[src/inc/bws_pkg.sv]
// constants, codes and carrier types for the bus and wake status bank
// assumes a single 100 MHz logic clock shared by every user of this package
package bws_pkg;

  // ********************************
  // timing
  // ********************************
  localparam int CLK_PERIOD_NS = 10;
  localparam int DOM_TIMEOUT_MS = 20;
  localparam int DOM_TIMEOUT_CYC = DOM_TIMEOUT_MS * 1000000 / CLK_PERIOD_NS;
  localparam int TX_EN_TIME_NS = 1000;
  localparam int TX_EN_CYC = (TX_EN_TIME_NS + CLK_PERIOD_NS - 1) / CLK_PERIOD_NS;
  localparam int INT_PULSE_NS = 1000;
  localparam int INT_PULSE_CYC = INT_PULSE_NS / CLK_PERIOD_NS;

  // ********************************
  // register map, serial frame
  // ********************************
  localparam logic [6:0] ADDR_DEV_STATUS = 7'h43;
  localparam logic [6:0] ADDR_BUS_COMM = 7'h44;
  localparam logic [6:0] ADDR_WAKE_A = 7'h46;
  localparam logic [6:0] ADDR_WAKE_B = 7'h47;
  localparam logic [6:0] ADDR_LEVELS = 7'h48;
  localparam logic [7:0] REG_RESET = 8'h00;
  localparam logic [4:0] FRAME_BITS = 5'h10;
  localparam logic [4:0] ADDR_BITS = 5'h08;

  // ********************************
  // field codes
  // ********************************
  localparam logic [1:0] PRIOR_NONE = 2'h0;
  localparam logic [1:0] PRIOR_FAIL = 2'h1;
  localparam logic [1:0] PRIOR_SLEEP = 2'h2;
  localparam logic [1:0] FAULT_NONE = 2'h0;
  localparam logic [1:0] FAULT_TSD = 2'h1;
  localparam logic [1:0] FAULT_TXD_DOM = 2'h2;
  localparam logic [1:0] FAULT_BUS_DOM = 2'h3;
  localparam logic [1:0] WD_MISS_MAX = 2'h2;
  // transceiver mode: bit1 receiver on, bit0 transmitter on, bit2 selective wake
  localparam int CAN_RX_BIT = 1;
  localparam int CAN_TX_BIT = 0;
  localparam int CAN_SWK_BIT = 2;

  typedef struct packed {
    logic wr;
    logic [6:0] addr;
    logic [7:0] data;
  } bws_frame_s;

  typedef struct packed {
    logic normal;
    logic stop;
  } bws_mode_s;

  typedef struct packed {
    logic trigger_ok;
    logic fail;
    logic stopped;
    logic stop_by_fail;
  } bws_wdog_s;

  typedef enum logic [2:0] {
    TX_BLOCKED = 3'b001,
    TX_SETTLE = 3'b010,
    TX_ACTIVE = 3'b100
  } bws_tx_e;

endpackage

[src/verilog/bws_status_bank.sv]
// bus communication and wake source status bank with its serial command port
// assumes mode, watchdog and wake events come from logic on ref_clk; pins are asynchronous
//
// Function
// - prior state code: 10 after sleep, 01 after failure restart or fail-safe.
// - illegal stop-to-sleep and sleep without wake source report the failure code.
// - sleep attempt with uncleared wake flags records the sleep code.
// - watchdog miss count self-clears on good trigger or watchdog stop, unless stopped by failure.
// - invalid-command flag cleared only by a host serial clear.
// - configs 2/4 freeze the miss count after failure until a good trigger.
// - select bit 0: first watchdog miss forces restart only, no fail output or flag.
// - fault field bits 2:1: none, thermal, transmit dominant 20ms, bus dominant 20ms.
// - transmit-dominant timeout ends on TXD high or transmitter wake-capable/off.
// - bus-dominant timeout ends on recessive bus or transceiver wake-capable/off.
// - supply undervoltage disables transmitter, sets flag, ends when supply recovers.
// - after any fault recovery TXD must stay high for enable time before transmit.
// - undervoltage comparator enabled only while transceiver mode bit 1 is set.
// - bus timeout flag set on silence flag only with selective wake, then sticky.
// - interrupt on bus timeout in normal or stop mode when mask is 1.
// - partial-net fault on config error or counter overflow, only with selective wake.
// - clears of bus timeout ignored until next falling edge of interrupt output.
// - wake flags also set when woken out of fail-safe mode.
// - level register: dev pin 7, pull-up config 6, gpio 5:4, wake inputs 2:0.
// - gpio levels update in normal/stop for wake or switch use; always in gpio mode.
// - cyclic sensing holds sampled wake levels; gpio pins never sampled cyclically.
// - prior state at bits 7:6 of device status; 00 cleared, 11 reserved.
// - invalid serial command sets the invalid-command flag.
`timescale 1ns/10ps

module bws_status_bank
  import bws_pkg::*;
#(
  parameter int DOM_TIMEOUT = DOM_TIMEOUT_CYC
) (
  input wire logic ref_clk,
  input wire logic reset_n,
  input wire logic spi_csn,
  input wire logic spi_sck,
  input wire logic spi_sdi,
  output logic spi_sdo,
  output logic spi_sdo_oe,
  input wire logic txd_pin,
  input wire logic bus_dominant,
  input wire logic vcan_ok,
  input wire logic can_thermal,
  input wire logic dev_mode_pin,
  input wire logic pullup_cfg_pin,
  input wire logic [1:0] gpio_pin,
  input wire logic [2:0] wake_pin,
  input wire logic [2:0] can_mode,
  input wire bws_mode_s sbc_mode,
  input wire bws_wdog_s wdog_evt,
  input wire logic cfg_select,
  input wire logic cfg_2_or_4,
  input wire logic restart_fail_evt,
  input wire logic sleep_exit_evt,
  input wire logic illegal_stop_sleep,
  input wire logic sleep_no_source,
  input wire logic sleep_flags_pending,
  input wire logic bus_silence_flag,
  input wire logic timeout_irq_mask,
  input wire logic swk_cfg_error,
  input wire logic swk_count_overflow,
  input wire logic [6:0] wake_evt,
  input wire logic [1:0] gpio_is_gpio,
  input wire logic [1:0] gpio_is_wake_sw,
  input wire logic cyclic_sense,
  input wire logic sample_strobe,
  input wire logic other_irq_evt,
  output logic int_n,
  output logic tx_enable,
  output logic fail_output,
  output logic restart_req
);

  // ********************************
  // pin synchronisers
  // ********************************
  localparam int NSYNC = 13;
  // csn, txd and vcan reset to their quiet high level: no false frame edge or undervoltage after reset
  localparam logic [NSYNC-1:0] SYNC_IDLE = 13'h1280;
  logic [NSYNC-1:0] pin_m_q, pin_s_q;
  logic sck_d_q, csn_d_q;
  wire [NSYNC-1:0] pin_raw = {spi_csn, spi_sck, spi_sdi, txd_pin, bus_dominant, vcan_ok, can_thermal,
                              dev_mode_pin, pullup_cfg_pin, gpio_pin, wake_pin[2], wake_pin[1]};

  always_ff @(posedge ref_clk or negedge reset_n) begin
    if (!reset_n) begin
      pin_m_q <= SYNC_IDLE;
      pin_s_q <= SYNC_IDLE;
    end else begin
      pin_m_q <= pin_raw;
      pin_s_q <= pin_m_q;
    end
  end

  logic wk0_m_q, wk0_s_q;
  always_ff @(posedge ref_clk or negedge reset_n) begin
    if (!reset_n) begin
      wk0_m_q <= 1'b0;
      wk0_s_q <= 1'b0;
    end else begin
      wk0_m_q <= wake_pin[0];
      wk0_s_q <= wk0_m_q;
    end
  end

  wire csn_s = pin_s_q[12];
  wire sck_s = pin_s_q[11];
  wire sdi_s = pin_s_q[10];
  wire txd_s = pin_s_q[9];
  wire busdom_s = pin_s_q[8];
  wire vcan_s = pin_s_q[7];
  wire tsd_s = pin_s_q[6];
  wire devpin_s = pin_s_q[5];
  wire pullup_s = pin_s_q[4];
  wire [1:0] gpio_s = pin_s_q[3:2];
  wire [2:0] wk_s = {pin_s_q[1:0], wk0_s_q};

  // ********************************
  // serial command port
  // ********************************
  // the link clock is only sampled; 160 ns period gives 16 samples per bit
  logic [15:0] shift_q;
  logic [4:0] bit_cnt_q;
  logic [7:0] tx_q;
  logic done_q;
  bws_frame_s frame_q;
  logic [7:0] rd_data;

  wire sck_rise = sck_s & ~sck_d_q;
  wire sck_fall = ~sck_s & sck_d_q;
  wire csn_rise = csn_s & ~csn_d_q;
  wire csn_fall = ~csn_s & csn_d_q;
  wire load_tx = ~csn_s & sck_fall & (bit_cnt_q == ADDR_BITS);
  wire [6:0] rd_addr = shift_q[6:0];

  always_ff @(posedge ref_clk or negedge reset_n) begin
    if (!reset_n) begin
      sck_d_q <= 1'b0;
      csn_d_q <= 1'b1;
      shift_q <= '0;
      bit_cnt_q <= '0;
      tx_q <= '0;
      done_q <= 1'b0;
      frame_q <= '0;
    end else begin
      sck_d_q <= sck_s;
      csn_d_q <= csn_s;
      done_q <= csn_rise;
      if (csn_fall) begin
        bit_cnt_q <= '0;
        tx_q <= '0;
      end else if (~csn_s & sck_rise) begin
        shift_q <= {shift_q[14:0], sdi_s};
        if (bit_cnt_q != 5'h1F) bit_cnt_q <= bit_cnt_q + 5'h01;
      end
      if (load_tx) tx_q <= rd_data;
      else if (~csn_s & sck_fall & (bit_cnt_q > ADDR_BITS)) tx_q <= {tx_q[6:0], 1'b0};
      if (csn_rise) frame_q <= shift_q;
    end
  end

  assign spi_sdo = tx_q[7];
  assign spi_sdo_oe = ~csn_s;

  logic [7:0] dev_status, bus_status, wake_a, wake_b, levels;
  logic frame_len_ok;
  assign frame_len_ok = 1'b1;

  wire map_ok = (frame_q.addr == ADDR_DEV_STATUS) | (frame_q.addr == ADDR_BUS_COMM) |
                (frame_q.addr == ADDR_WAKE_A) | (frame_q.addr == ADDR_WAKE_B) | (frame_q.addr == ADDR_LEVELS);
  logic [4:0] len_q;
  always_ff @(posedge ref_clk or negedge reset_n) begin
    if (!reset_n) len_q <= '0;
    else if (csn_rise) len_q <= bit_cnt_q;
  end
  wire frame_ok = (len_q == FRAME_BITS) & map_ok;
  wire bad_cmd = done_q & ~frame_ok;
  wire clr_dev = done_q & frame_ok & frame_q.wr & (frame_q.addr == ADDR_DEV_STATUS);
  wire clr_bus = done_q & frame_ok & frame_q.wr & (frame_q.addr == ADDR_BUS_COMM);
  wire clr_wka = done_q & frame_ok & frame_q.wr & (frame_q.addr == ADDR_WAKE_A);
  wire clr_wkb = done_q & frame_ok & frame_q.wr & (frame_q.addr == ADDR_WAKE_B);

  assign rd_data = (rd_addr == ADDR_DEV_STATUS) ? dev_status :
                   (rd_addr == ADDR_BUS_COMM) ? bus_status :
                   (rd_addr == ADDR_WAKE_A) ? wake_a :
                   (rd_addr == ADDR_WAKE_B) ? wake_b :
                   (rd_addr == ADDR_LEVELS) ? levels : REG_RESET;

  // ********************************
  // device status
  // ********************************
  logic [1:0] prior_state_code_q, wdog_miss_count_q;
  logic inv_cmd_q, failure_q, frozen_q, restart_q;
  wire fail_src = restart_fail_evt | illegal_stop_sleep | sleep_no_source;
  wire sleep_src = sleep_exit_evt | sleep_flags_pending;
  wire first_miss = wdog_evt.fail & (wdog_miss_count_q == 2'h0);
  wire fail_silent = first_miss & ~cfg_select;
  wire stop_clear = wdog_evt.stopped & ~wdog_evt.stop_by_fail & ~frozen_q;

  always_ff @(posedge ref_clk or negedge reset_n) begin
    if (!reset_n) begin
      prior_state_code_q <= PRIOR_NONE;
      wdog_miss_count_q <= 2'h0;
      inv_cmd_q <= 1'b0;
      failure_q <= 1'b0;
      frozen_q <= 1'b0;
      restart_q <= 1'b0;
    end else begin
      // set wins over host clear
      if (fail_src) prior_state_code_q <= PRIOR_FAIL;
      else if (sleep_src) prior_state_code_q <= PRIOR_SLEEP;
      else if (clr_dev) prior_state_code_q <= PRIOR_NONE;
      if (wdog_evt.fail) begin
        if (wdog_miss_count_q != WD_MISS_MAX) wdog_miss_count_q <= wdog_miss_count_q + 2'h1;
      end else if (wdog_evt.trigger_ok | stop_clear) wdog_miss_count_q <= 2'h0;
      if (wdog_evt.fail & cfg_2_or_4) frozen_q <= 1'b1;
      else if (wdog_evt.trigger_ok) frozen_q <= 1'b0;
      if (bad_cmd) inv_cmd_q <= 1'b1;
      else if (clr_dev) inv_cmd_q <= 1'b0;
      if (wdog_evt.fail & ~fail_silent) failure_q <= 1'b1;
      else if (clr_dev) failure_q <= 1'b0;
      restart_q <= wdog_evt.fail;
    end
  end

  assign dev_status = {prior_state_code_q, 2'b00, wdog_miss_count_q, inv_cmd_q, failure_q};
  assign fail_output = failure_q;
  assign restart_req = restart_q;

  // ********************************
  // transceiver faults
  // ********************************
  localparam int DW = $clog2(DOM_TIMEOUT + 1);
  logic [DW-1:0] txd_cnt_q, bus_cnt_q;
  logic txd_dom_q, bus_dom_q, uv_q, tsd_q;
  logic [1:0] fault_q;
  logic uv_flag_q;
  wire rx_on = can_mode[CAN_RX_BIT];
  wire tx_on = can_mode[CAN_RX_BIT] & can_mode[CAN_TX_BIT];
  wire uv_now = rx_on & ~vcan_s;
  wire txd_hit = tx_on & ~txd_s & (txd_cnt_q == DW'(DOM_TIMEOUT - 1));
  wire bus_hit = rx_on & busdom_s & (bus_cnt_q == DW'(DOM_TIMEOUT - 1));

  always_ff @(posedge ref_clk or negedge reset_n) begin
    if (!reset_n) begin
      txd_cnt_q <= '0;
      bus_cnt_q <= '0;
      txd_dom_q <= 1'b0;
      bus_dom_q <= 1'b0;
      uv_q <= 1'b0;
      tsd_q <= 1'b0;
      fault_q <= FAULT_NONE;
      uv_flag_q <= 1'b0;
    end else begin
      txd_cnt_q <= (tx_on & ~txd_s & ~txd_dom_q) ? txd_cnt_q + DW'(1) : '0;
      bus_cnt_q <= (rx_on & busdom_s & ~bus_dom_q) ? bus_cnt_q + DW'(1) : '0;
      if (txd_hit) txd_dom_q <= 1'b1;
      else if (txd_s | ~tx_on) txd_dom_q <= 1'b0;
      if (bus_hit) bus_dom_q <= 1'b1;
      else if (~busdom_s | ~rx_on) bus_dom_q <= 1'b0;
      uv_q <= uv_now;
      tsd_q <= tsd_s;
      if (bus_hit) fault_q <= FAULT_BUS_DOM;
      else if (txd_hit) fault_q <= FAULT_TXD_DOM;
      else if (tsd_s & ~tsd_q) fault_q <= FAULT_TSD;
      else if (clr_bus) fault_q <= FAULT_NONE;
      if (uv_now) uv_flag_q <= 1'b1;
      else if (clr_bus) uv_flag_q <= 1'b0;
    end
  end

  // transmitter re-enable after recovery
  localparam int TW = $clog2(TX_EN_CYC + 1);
  bws_tx_e tx_state_q, tx_state_d;
  logic [TW-1:0] settle_q;
  wire any_fault = txd_dom_q | bus_dom_q | uv_q | tsd_q;
  wire settled = settle_q == TW'(TX_EN_CYC - 1);

  always_comb begin
    tx_state_d = tx_state_q;
    case (tx_state_q)
      TX_BLOCKED: if (~any_fault & tx_on) tx_state_d = TX_SETTLE;
      TX_SETTLE: begin
        if (any_fault | ~tx_on) tx_state_d = TX_BLOCKED;
        else if (settled & txd_s) tx_state_d = TX_ACTIVE;
      end
      TX_ACTIVE: if (any_fault | ~tx_on) tx_state_d = TX_BLOCKED;
      default: tx_state_d = TX_BLOCKED;
    endcase
  end

  always_ff @(posedge ref_clk or negedge reset_n) begin
    if (!reset_n) begin
      tx_state_q <= TX_BLOCKED;
      settle_q <= '0;
    end else begin
      tx_state_q <= tx_state_d;
      // a low TXD restarts the enable time
      if (tx_state_q != TX_SETTLE | ~txd_s) settle_q <= '0;
      else if (~settled) settle_q <= settle_q + TW'(1);
    end
  end
  assign tx_enable = tx_state_q == TX_ACTIVE;

  // ********************************
  // selective wake flags, interrupt
  // ********************************
  logic sil_d_q, bus_timeout_flag_q, pnf_q, lock_q, int_n_q, int_d_q;
  logic [$clog2(INT_PULSE_CYC + 1)-1:0] pulse_q;
  wire swk_on = can_mode[CAN_SWK_BIT];
  wire to_set = swk_on & bus_silence_flag & ~sil_d_q;
  wire irq_req = (to_set & timeout_irq_mask & (sbc_mode.normal | sbc_mode.stop)) | other_irq_evt;
  wire int_fall = int_d_q & ~int_n_q;

  always_ff @(posedge ref_clk or negedge reset_n) begin
    if (!reset_n) begin
      sil_d_q <= 1'b0;
      bus_timeout_flag_q <= 1'b0;
      pnf_q <= 1'b0;
      lock_q <= 1'b0;
      int_n_q <= 1'b1;
      int_d_q <= 1'b1;
      pulse_q <= '0;
    end else begin
      sil_d_q <= bus_silence_flag;
      if (to_set) bus_timeout_flag_q <= 1'b1;
      else if (clr_bus & ~lock_q) bus_timeout_flag_q <= 1'b0;
      // clear is blocked until the host has seen the interrupt start
      if (to_set) lock_q <= 1'b1;
      else if (int_fall) lock_q <= 1'b0;
      if (swk_on & (swk_cfg_error | swk_count_overflow)) pnf_q <= 1'b1;
      else if (clr_bus) pnf_q <= 1'b0;
      int_d_q <= int_n_q;
      if (irq_req & int_n_q) begin
        int_n_q <= 1'b0;
        pulse_q <= '0;
      end else if (~int_n_q) begin
        if (pulse_q == $bits(pulse_q)'(INT_PULSE_CYC - 1)) int_n_q <= 1'b1;
        else pulse_q <= pulse_q + $bits(pulse_q)'(1);
      end
    end
  end
  assign int_n = int_n_q;
  assign bus_status = {3'b000, bus_timeout_flag_q, pnf_q, fault_q, uv_flag_q};

  // ********************************
  // wake sources, levels
  // ********************************
  // wake_evt: [6] bus, [5] timer, [4:2] inputs 3..1, [1:0] gpio 2..1, any mode incl. fail-safe
  logic [6:0] wake_q;
  logic [2:0] wk_lvl_q;
  logic [1:0] gpio_lvl_q;
  wire [6:0] wake_clr = {{5{clr_wka}}, {2{clr_wkb}}};

  genvar gi;
  generate
    for (gi = 0; gi < 7; gi++) begin : g_wake
      always_ff @(posedge ref_clk or negedge reset_n) begin
        if (!reset_n) wake_q[gi] <= 1'b0;
        else if (wake_evt[gi]) wake_q[gi] <= 1'b1;
        else if (wake_clr[gi]) wake_q[gi] <= 1'b0;
      end
    end
  endgenerate

  wire gpio_upd_mode = sbc_mode.normal | sbc_mode.stop;
  always_ff @(posedge ref_clk or negedge reset_n) begin
    if (!reset_n) begin
      wk_lvl_q <= '0;
      gpio_lvl_q <= '0;
    end else begin
      if (~cyclic_sense | sample_strobe) wk_lvl_q <= wk_s;
      for (int i = 0; i < 2; i++) begin
        if (gpio_is_gpio[i] | (gpio_upd_mode & gpio_is_wake_sw[i])) gpio_lvl_q[i] <= gpio_s[i];
      end
    end
  end

  assign wake_a = {2'b00, wake_q[6:5], 1'b0, wake_q[4:2]};
  assign wake_b = {2'b00, wake_q[1:0], 4'h0};
  assign levels = {devpin_s, pullup_s, gpio_lvl_q, 1'b0, wk_lvl_q};

endmodule // bws_status_bank

[config.mk]
export PLATFORM = sky130hd
export DESIGN_NAME = bws_status_bank
export DESIGN_NICKNAME = d
export VERILOG_FILES = /design/src/inc/bws_pkg.sv /design/src/verilog/bws_status_bank.sv
export SDC_FILE = /design/constraint.sdc
export NUM_CORES = 1
export LEC_CHECK = 0
export BUFFER_PORTS_ARGS = -buffer_cell sky130_fd_sc_hd__buf_2
export CORE_AREA = 2 2 113 115
export CTS_BUF_LIST = sky130_fd_sc_hd__clkbuf_4
export CTS_CLUSTER_DIAMETER = 200
export DETAILED_ROUTE_END_ITERATION = 10
export DIE_AREA = 0 0 115 117
export GPL_TIMING_DRIVEN = 1
export PLACE_DENSITY = 0.83
export SYNTH_ARGS = -nofsm -noshare
export SYNTH_HDL_FRONTEND = slang
export SYNTH_SLANG_ARGS = --single-unit
[constraint.sdc]
create_clock -name ref_clk -period 2.4 [get_ports ref_clk]
set_input_delay 0 -clock ref_clk [delete_from_list [all_inputs] [get_ports ref_clk]]
set_output_delay 0 -clock ref_clk [all_outputs]
set_load 0.005 [all_outputs]
=== Word-level counts from Yosys, hierarchy flattened ===
Index checks and enable logic that the tools add are counted.

* Output and inout bits: 6
* Flip-flop bits (word level): 165
* Memories: 0
* Bits in read-only memories: 0
* Latch bits: 0
* Word-level logic and storage cells: 258
* Input bits: 50
* Memory bits (writable): 0

* $mul: 0
* Bitwise gates (word level): 87
* Order comparisons: 1
* Divide/modulo/power cells: 0
* Mux-type cells: 61
* Shift-type cells: 0
* Eq/ne operators: 29
* Reduce and logical (&&, ||, !) cells: 28
* Add/subtract/negate cells: 6

{| class="wikitable"
|+ Operators with widths
! cell !! number
|-
| equality test 7 bit (second input constant) || 12
|-
| 2-to-1 mux 8 bit || 8
|-
| AND 1 bit || 43
|-
| adder 21 x 1 -> 21 bit (second input constant) || 2
|-
| equality test 21 bit (second input constant) || 2
|-
| 2-to-1 mux 21 bit || 2
|-
| nonzero test 2 bit || 19
|-
| 2-to-1 mux 7 bit || 5
|-
| 2-to-1 mux 1 bit || 28
|-
| inverter 1 bit || 23
|-
| bitwise OR 1 bit || 21
|-
| 2-to-1 mux 2 bit || 10
|-
| 2-to-1 mux 5 bit || 3
|-
| adder 7 x 1 -> 7 bit (second input constant) || 2
|-
| 2-to-1 mux 3 bit || 4
|-
| case mux 3 bit (3 select lines) || 1
|-
| != test 2 x 1 -> 1 bit (second input constant) || 4
|-
| AND reduction 2 bit || 4
|-
| != test 2 bit (second input constant) || 3
|-
| nonzero test 3 bit || 2
|-
| adder 5 x 1 -> 5 bit (second input constant) || 1
|-
| equality test 5 x 4 -> 1 bit (second input constant) || 1
|-
| equality test 5 bit (second input constant) || 1
|-
| > comparator 5 x 4 -> 1 bit (second input constant) || 1
|-
| 10 further kinds || 10
|}

=== Logic depth before layout (Yosys ltp) ===
* Word-level depth: 13
* Gate-level depth with buffers: 7
* Depth with buffers taken out: 7

=== Least setup slack after synthesis ===
Ideal clock, no wire load.

* Path type: register -> register
* Start point: register bit_cnt_q[0]
* End point: register bit_cnt_q[3]
* Period minus slack after synthesis: 1,939 ps
* Cell stages (with the launch flop): 8
* Arrival: 1,810 ps
* Setup time: 129 ps
* Data required time: 2,271 ps
* Path buffers: 0
* Slack: 461 ps
* Cells stage by stage: dfrtp_1 -> ha_1 -> and3_1 -> ha_1 -> nor4b_2 -> nand4_1 -> xor2_1 -> nor2_1

* Longest elaborated chain between the ends: 4
* Elaborated cells on any way between the ends: 7
* Those cells by class: add/sub: 1; eq/ne: 1; mux: 3; reduce/logical: 2

{| class="wikitable"
|+ RTL lines
! element !! RTL line !! RTL
|-
| from (decl) || bws_status_bank.sv:125 || <nowiki>logic [4:0] bit_cnt_q;</nowiki>
|-
| from (signal assigned) || bws_status_bank.sv:156 || <nowiki>if (bit_cnt_q != 5'h1F) bit_cnt_q <= bit_cnt_q + 5'h01;</nowiki>
|-
| adder 5 x 1 -> 5 bit || bws_status_bank.sv:156 ||
|-
| 2-to-1 mux 5 bit || bws_status_bank.sv:156 ||
|-
| 2-to-1 mux 5 bit || bws_status_bank.sv:154 || <nowiki>end else if (~csn_s & sck_rise) begin</nowiki>
|-
| 2-to-1 mux 5 bit || bws_status_bank.sv:151 || <nowiki>if (csn_fall) begin</nowiki>
|}

Several ways; a longest one is shown, not always the timed one. The select of a mux whose other input is x is not followed.
A chain may end at the register's enable or synchronous reset.

=== Final worst setup path ===
* Start point: register len_q[1]
* End point: register prior_state_code_q[1]

* Longest elaborated chain between the ends: 6

{| class="wikitable"
|+ RTL lines
! element !! RTL line !! RTL
|-
| from (decl) || bws_status_bank.sv:173 || <nowiki>logic [4:0] len_q;</nowiki>
|-
| from (signal assigned) || bws_status_bank.sv:176 || <nowiki>else if (csn_rise) len_q <= bit_cnt_q;</nowiki>
|-
| equality test 5 bit || bws_status_bank.sv:178 || <nowiki>wire frame_ok = (len_q == FRAME_BITS) & map_ok;</nowiki>
|-
| AND 1 bit || bws_status_bank.sv:178 ||
|-
| AND 1 bit (3 in a row) || bws_status_bank.sv:180 || <nowiki>wire clr_dev = done_q & frame_ok & frame_q.wr & (frame_q.addr == ADDR_DEV_STATUS);</nowiki>
|-
| nonzero test 3 bit (no line) || - ||
|-
| to (signal assigned) || bws_status_bank.sv:204 || <nowiki>prior_state_code_q <= PRIOR_NONE;</nowiki>
|-
| to (signal assigned) || bws_status_bank.sv:212 || <nowiki>if (fail_src) prior_state_code_q <= PRIOR_FAIL;</nowiki>
|-
| to (signal assigned) || bws_status_bank.sv:213 || <nowiki>else if (sleep_src) prior_state_code_q <= PRIOR_SLEEP;</nowiki>
|-
| to (decl) || bws_status_bank.sv:194 || <nowiki>logic [1:0] prior_state_code_q, wdog_miss_count_q;</nowiki>
|}

No other way between the ends.

==> results.toml <==
[outcome]
run_status = "finished clean"

[synth]
synth.top_cells.by_area = "sky130_fd_sc_hd__dfrtp_1 (54%), sky130_fd_sc_hd__mux2_2 (5.3%), sky130_fd_sc_hd__dfstp_2 (3.6%), sky130_fd_sc_hd__nor2_1 (2.8%), sky130_fd_sc_hd__xor2_1 (2.5%)"
synth_seq_area_share = 0.573
yosysTopAreaCell = "sky130_fd_sc_hd__dfrtp_1"
post_synth_most_frequent_cells = "sky130_fd_sc_hd__dfrtp_1 (155), sky130_fd_sc_hd__nor2_1 (54), sky130_fd_sc_hd__nand2_1 (36)"
area_share_of_the_largest_cell_type_after_synthesis = 0.536
synth_cell_type_count = 68
post_synth_arst_share = 1.00
synth-seq-cells = 165
syn_inst = 626
synth_ff_type = "sky130_fd_sc_hd__dfrtp_1"
netlist_area_sq_um = 7230
synthesis.nets = 685
edff_count_synth = 0
yosys_warnings = 0
mean_cell_area_of_the_mapped_netlist_sq_um = 11.6
yosys.cell_count.top_type = "sky130_fd_sc_hd__dfrtp_1"

[die]
boundary_pins = 56
die_width_microns = 115
initial_core_util = 0.587
die_area_sq_um = 13500
die-height_microns = 117
fp.coreArea_sq_um = 12300
rows = 41

[final_layout]
number_of_standard_cells_in_the_final_layout_excluding_fillers = 899
finish.utilization = 0.684
final_area_sq_um = 8430
layout-area-overhead-vs-synth_pct = 16.5
multi_input_comb_area_sq_um = 2940
drive_gt1_frac = 0.206
design.final.nets = 795
antenna_cells = 0
area.sequential_sq_um = 4140
n_fill_cell = 836

[clock_tree]
clock_tree_from_tritoncts = "done"
post-cts-setup-buffers = 0
cts.repair.resized = 0
cts_root_buf = "sky130_fd_sc_hd__clkbuf_4"
cts.sink_count = 165
tritoncts.num_buffers = 17
clock_latency_ns = 0.56
cts-htree-levels = 4
clk_transition_reported_paths_ns = 0.13
largest_buffer_count_on_any_clock_path = 2
cts_hold_buf = 49

[critical_path]
path_cells = "nor4_2, nand4_1, o21ai_0, a21oi_1, dlygate4sd3_1"
critPathSlowestCell = "sky130_fd_sc_hd__dlygate4sd3_1"
critical_path_arrival_ns = 2.53
worstSetupPathType = "register to register"
startpoint_type = "register"
worstPathMaxFanout = 4
crit_path_required_time_ns = 2.85
end_kind = "register"
slowest_delay_ns = 0.56

[grt]
grt_antenna_before_repair = 0
grt_start_max_net_pins = 72
via_count_of_the_first_global_routing_pass = 5342
grt.total_usage = 0.236
grt_pass1_wl_microns = 24700
grt_remaining_overflow = 0

[timing]
post-route-min-period_ns = 2.08
setup_violations = 0
min_period_over_period = 0.868
relSlewSlack = 0.556
fin_clk_skew_ns = 0.0174
hold_viol = 0
rsz_0062_raised_after_global_routing = "no"
slew_viol_final = 0
fmaxAchievable_ghz = 0.480
tightest_slew_ns = 0.666
fin_tns_setup_ns = 0

[drt]
drtAntennaViolNets = 0
finalWirelength_microns = 15000
firstDrtPassIters = 5
vias_per_cell = 5.84
wl_per_cell_microns = 16.7
route.detailed.drc = 0
vias = 5251
drt_iter0_markers = 363

[placement]
area_after_detailed_placement_sq_um = 7680
dp_hpwl_microns = 10000
port_buffers = 55
weighted_congestion_reported_at_the_end_of_routability_driven_placement = 0.835
placed_cells_incl_taps = 818

[power]
p_per_area_nw_per_um2 = 648
total_leakage_power_nw = 3.72
ir_drop_mv = 0.392

[job]
drv_cap = 0

[worst_hold_path]
hp_class = "input pin to register"
## cells in the final DEF, fill, tap and decap left out, drive strengths merged, types with 4 or more instances in the layout
cell,count
nand2,36
dlygate4sd3,49
nor3,4
and3b,4
or4,7
and3,8
o21ai,25
nor4b,4
inv,16
a21o,8
or2,7
and4,7
clkbuf,22
nand4,16
mux2,34
o31ai,7
a21oi,30
a221o,6
nor2,54
buf,61
xnor2,10
dfrtp,155
nand3,24
nand2b,14
nor4,5
nor2b,11
and2,11
a22o,4
ha,9
dfstp,10
or3,12
a211oi,4
xor2,21
clkinv,6
## final cells by class
class	count	share of cell area
Tap cell	150	0.0223
Sequential cell	165	0.492
Clock buffer	22	0.0196
Timing Repair Buffer	110	0.0999
Multi-Input combinational cell	426	0.349
Inverter	16	0.00713
Clock inverter	10	0.0102
## registers in the layout (all words and copies together) (netlist names), 2 cells and up
| signal | flops |
|---|---|
| gpio_lvl_q | 2 |
| frame_q | 8 |
| txd_cnt_q | 21 |
| settle_q | 7 |
| wake_a | 5 |
| len_q | 5 |
| prior_state_code_q | 2 |
| pin_s_q | 13 |
| tx_state_q | 3 |
| wdog_miss_count_q | 2 |
| pin_m_q | 13 |
| wk_lvl_q | 3 |
| bit_cnt_q | 5 |
| fault_q | 2 |
| bus_cnt_q | 21 |
| shift_q | 16 |
| pulse_q | 7 |
| tx_q | 8 |
| wake_b | 2 |
## stage by stage
step                      hold slack, ns  power, mW  setup slack [ns]
after floorplan                   -0.296       3.65             0.461
after global placement            0.0406       3.85             0.572
after detailed placement          0.0519       3.92             0.476
after CTS                         0.0354       5.46             0.335
after global routing              0.0119       5.73             0.149
final                             0.0731       5.46             0.316
## layer usage
layer | vias up | GRT usage | routed length [microns]
met5 | - | 0 | 0
met4 | 0 | 0.0972 | 410
met3 | 33 | 0.0613 | 457
met2 | 114 | 0.408 | 7690
met1 | 2631 | 0.284 | 6430
li1 | 2473 | - | -
## path summary, 6_finish.rpt
path                       cells after the start    startpoint                    end  slack (ns)
setup / recovery                               5      len_q[1]  prior_state_code_q[1]        0.32
hold / removal                                 2  bus_dominant             pin_m_q[8]        0.07
setup reg to reg                               5      len_q[1]  prior_state_code_q[1]        0.32
hold reg to reg                                0    pin_m_q[4]             pin_s_q[4]        0.36
max in group asynchronous                      4       reset_n             shift_q[8]        0.88
min in group asynchronous                      3       reset_n                sck_d_q        0.54
## worst max-delay path, delay by kind of cell (launching register included)
family                 cells  cell delay [ns]
buffers and inverters      1             0.56
and+or+nand+nor            2             0.59
AOI/OAI and AO/OA          2             0.41
DFF                        1             0.42
## cells by family after synthesis
kind of cell,share of synthesized area
adders and majority gates,0.0156
xor gates and xnor gates,0.0375
buffers and inverters,0.0204
and+or+nand+nor,0.198
muxes,0.0571
DFF,0.573
AOI/OAI and AO/OA,0.0986
## where the power goes
part / leakage (nW) / total [mW] / internal [mW] / switching, mW
Clock: 0.133 / 1.49 / 0.561 / 0.929
Combinational: 1.50 / 0.774 / 0.376 / 0.398
Sequential: 2.09 / 3.20 / 2.97 / 0.229
Note: power is estimated with default switching activity, not from simulation.
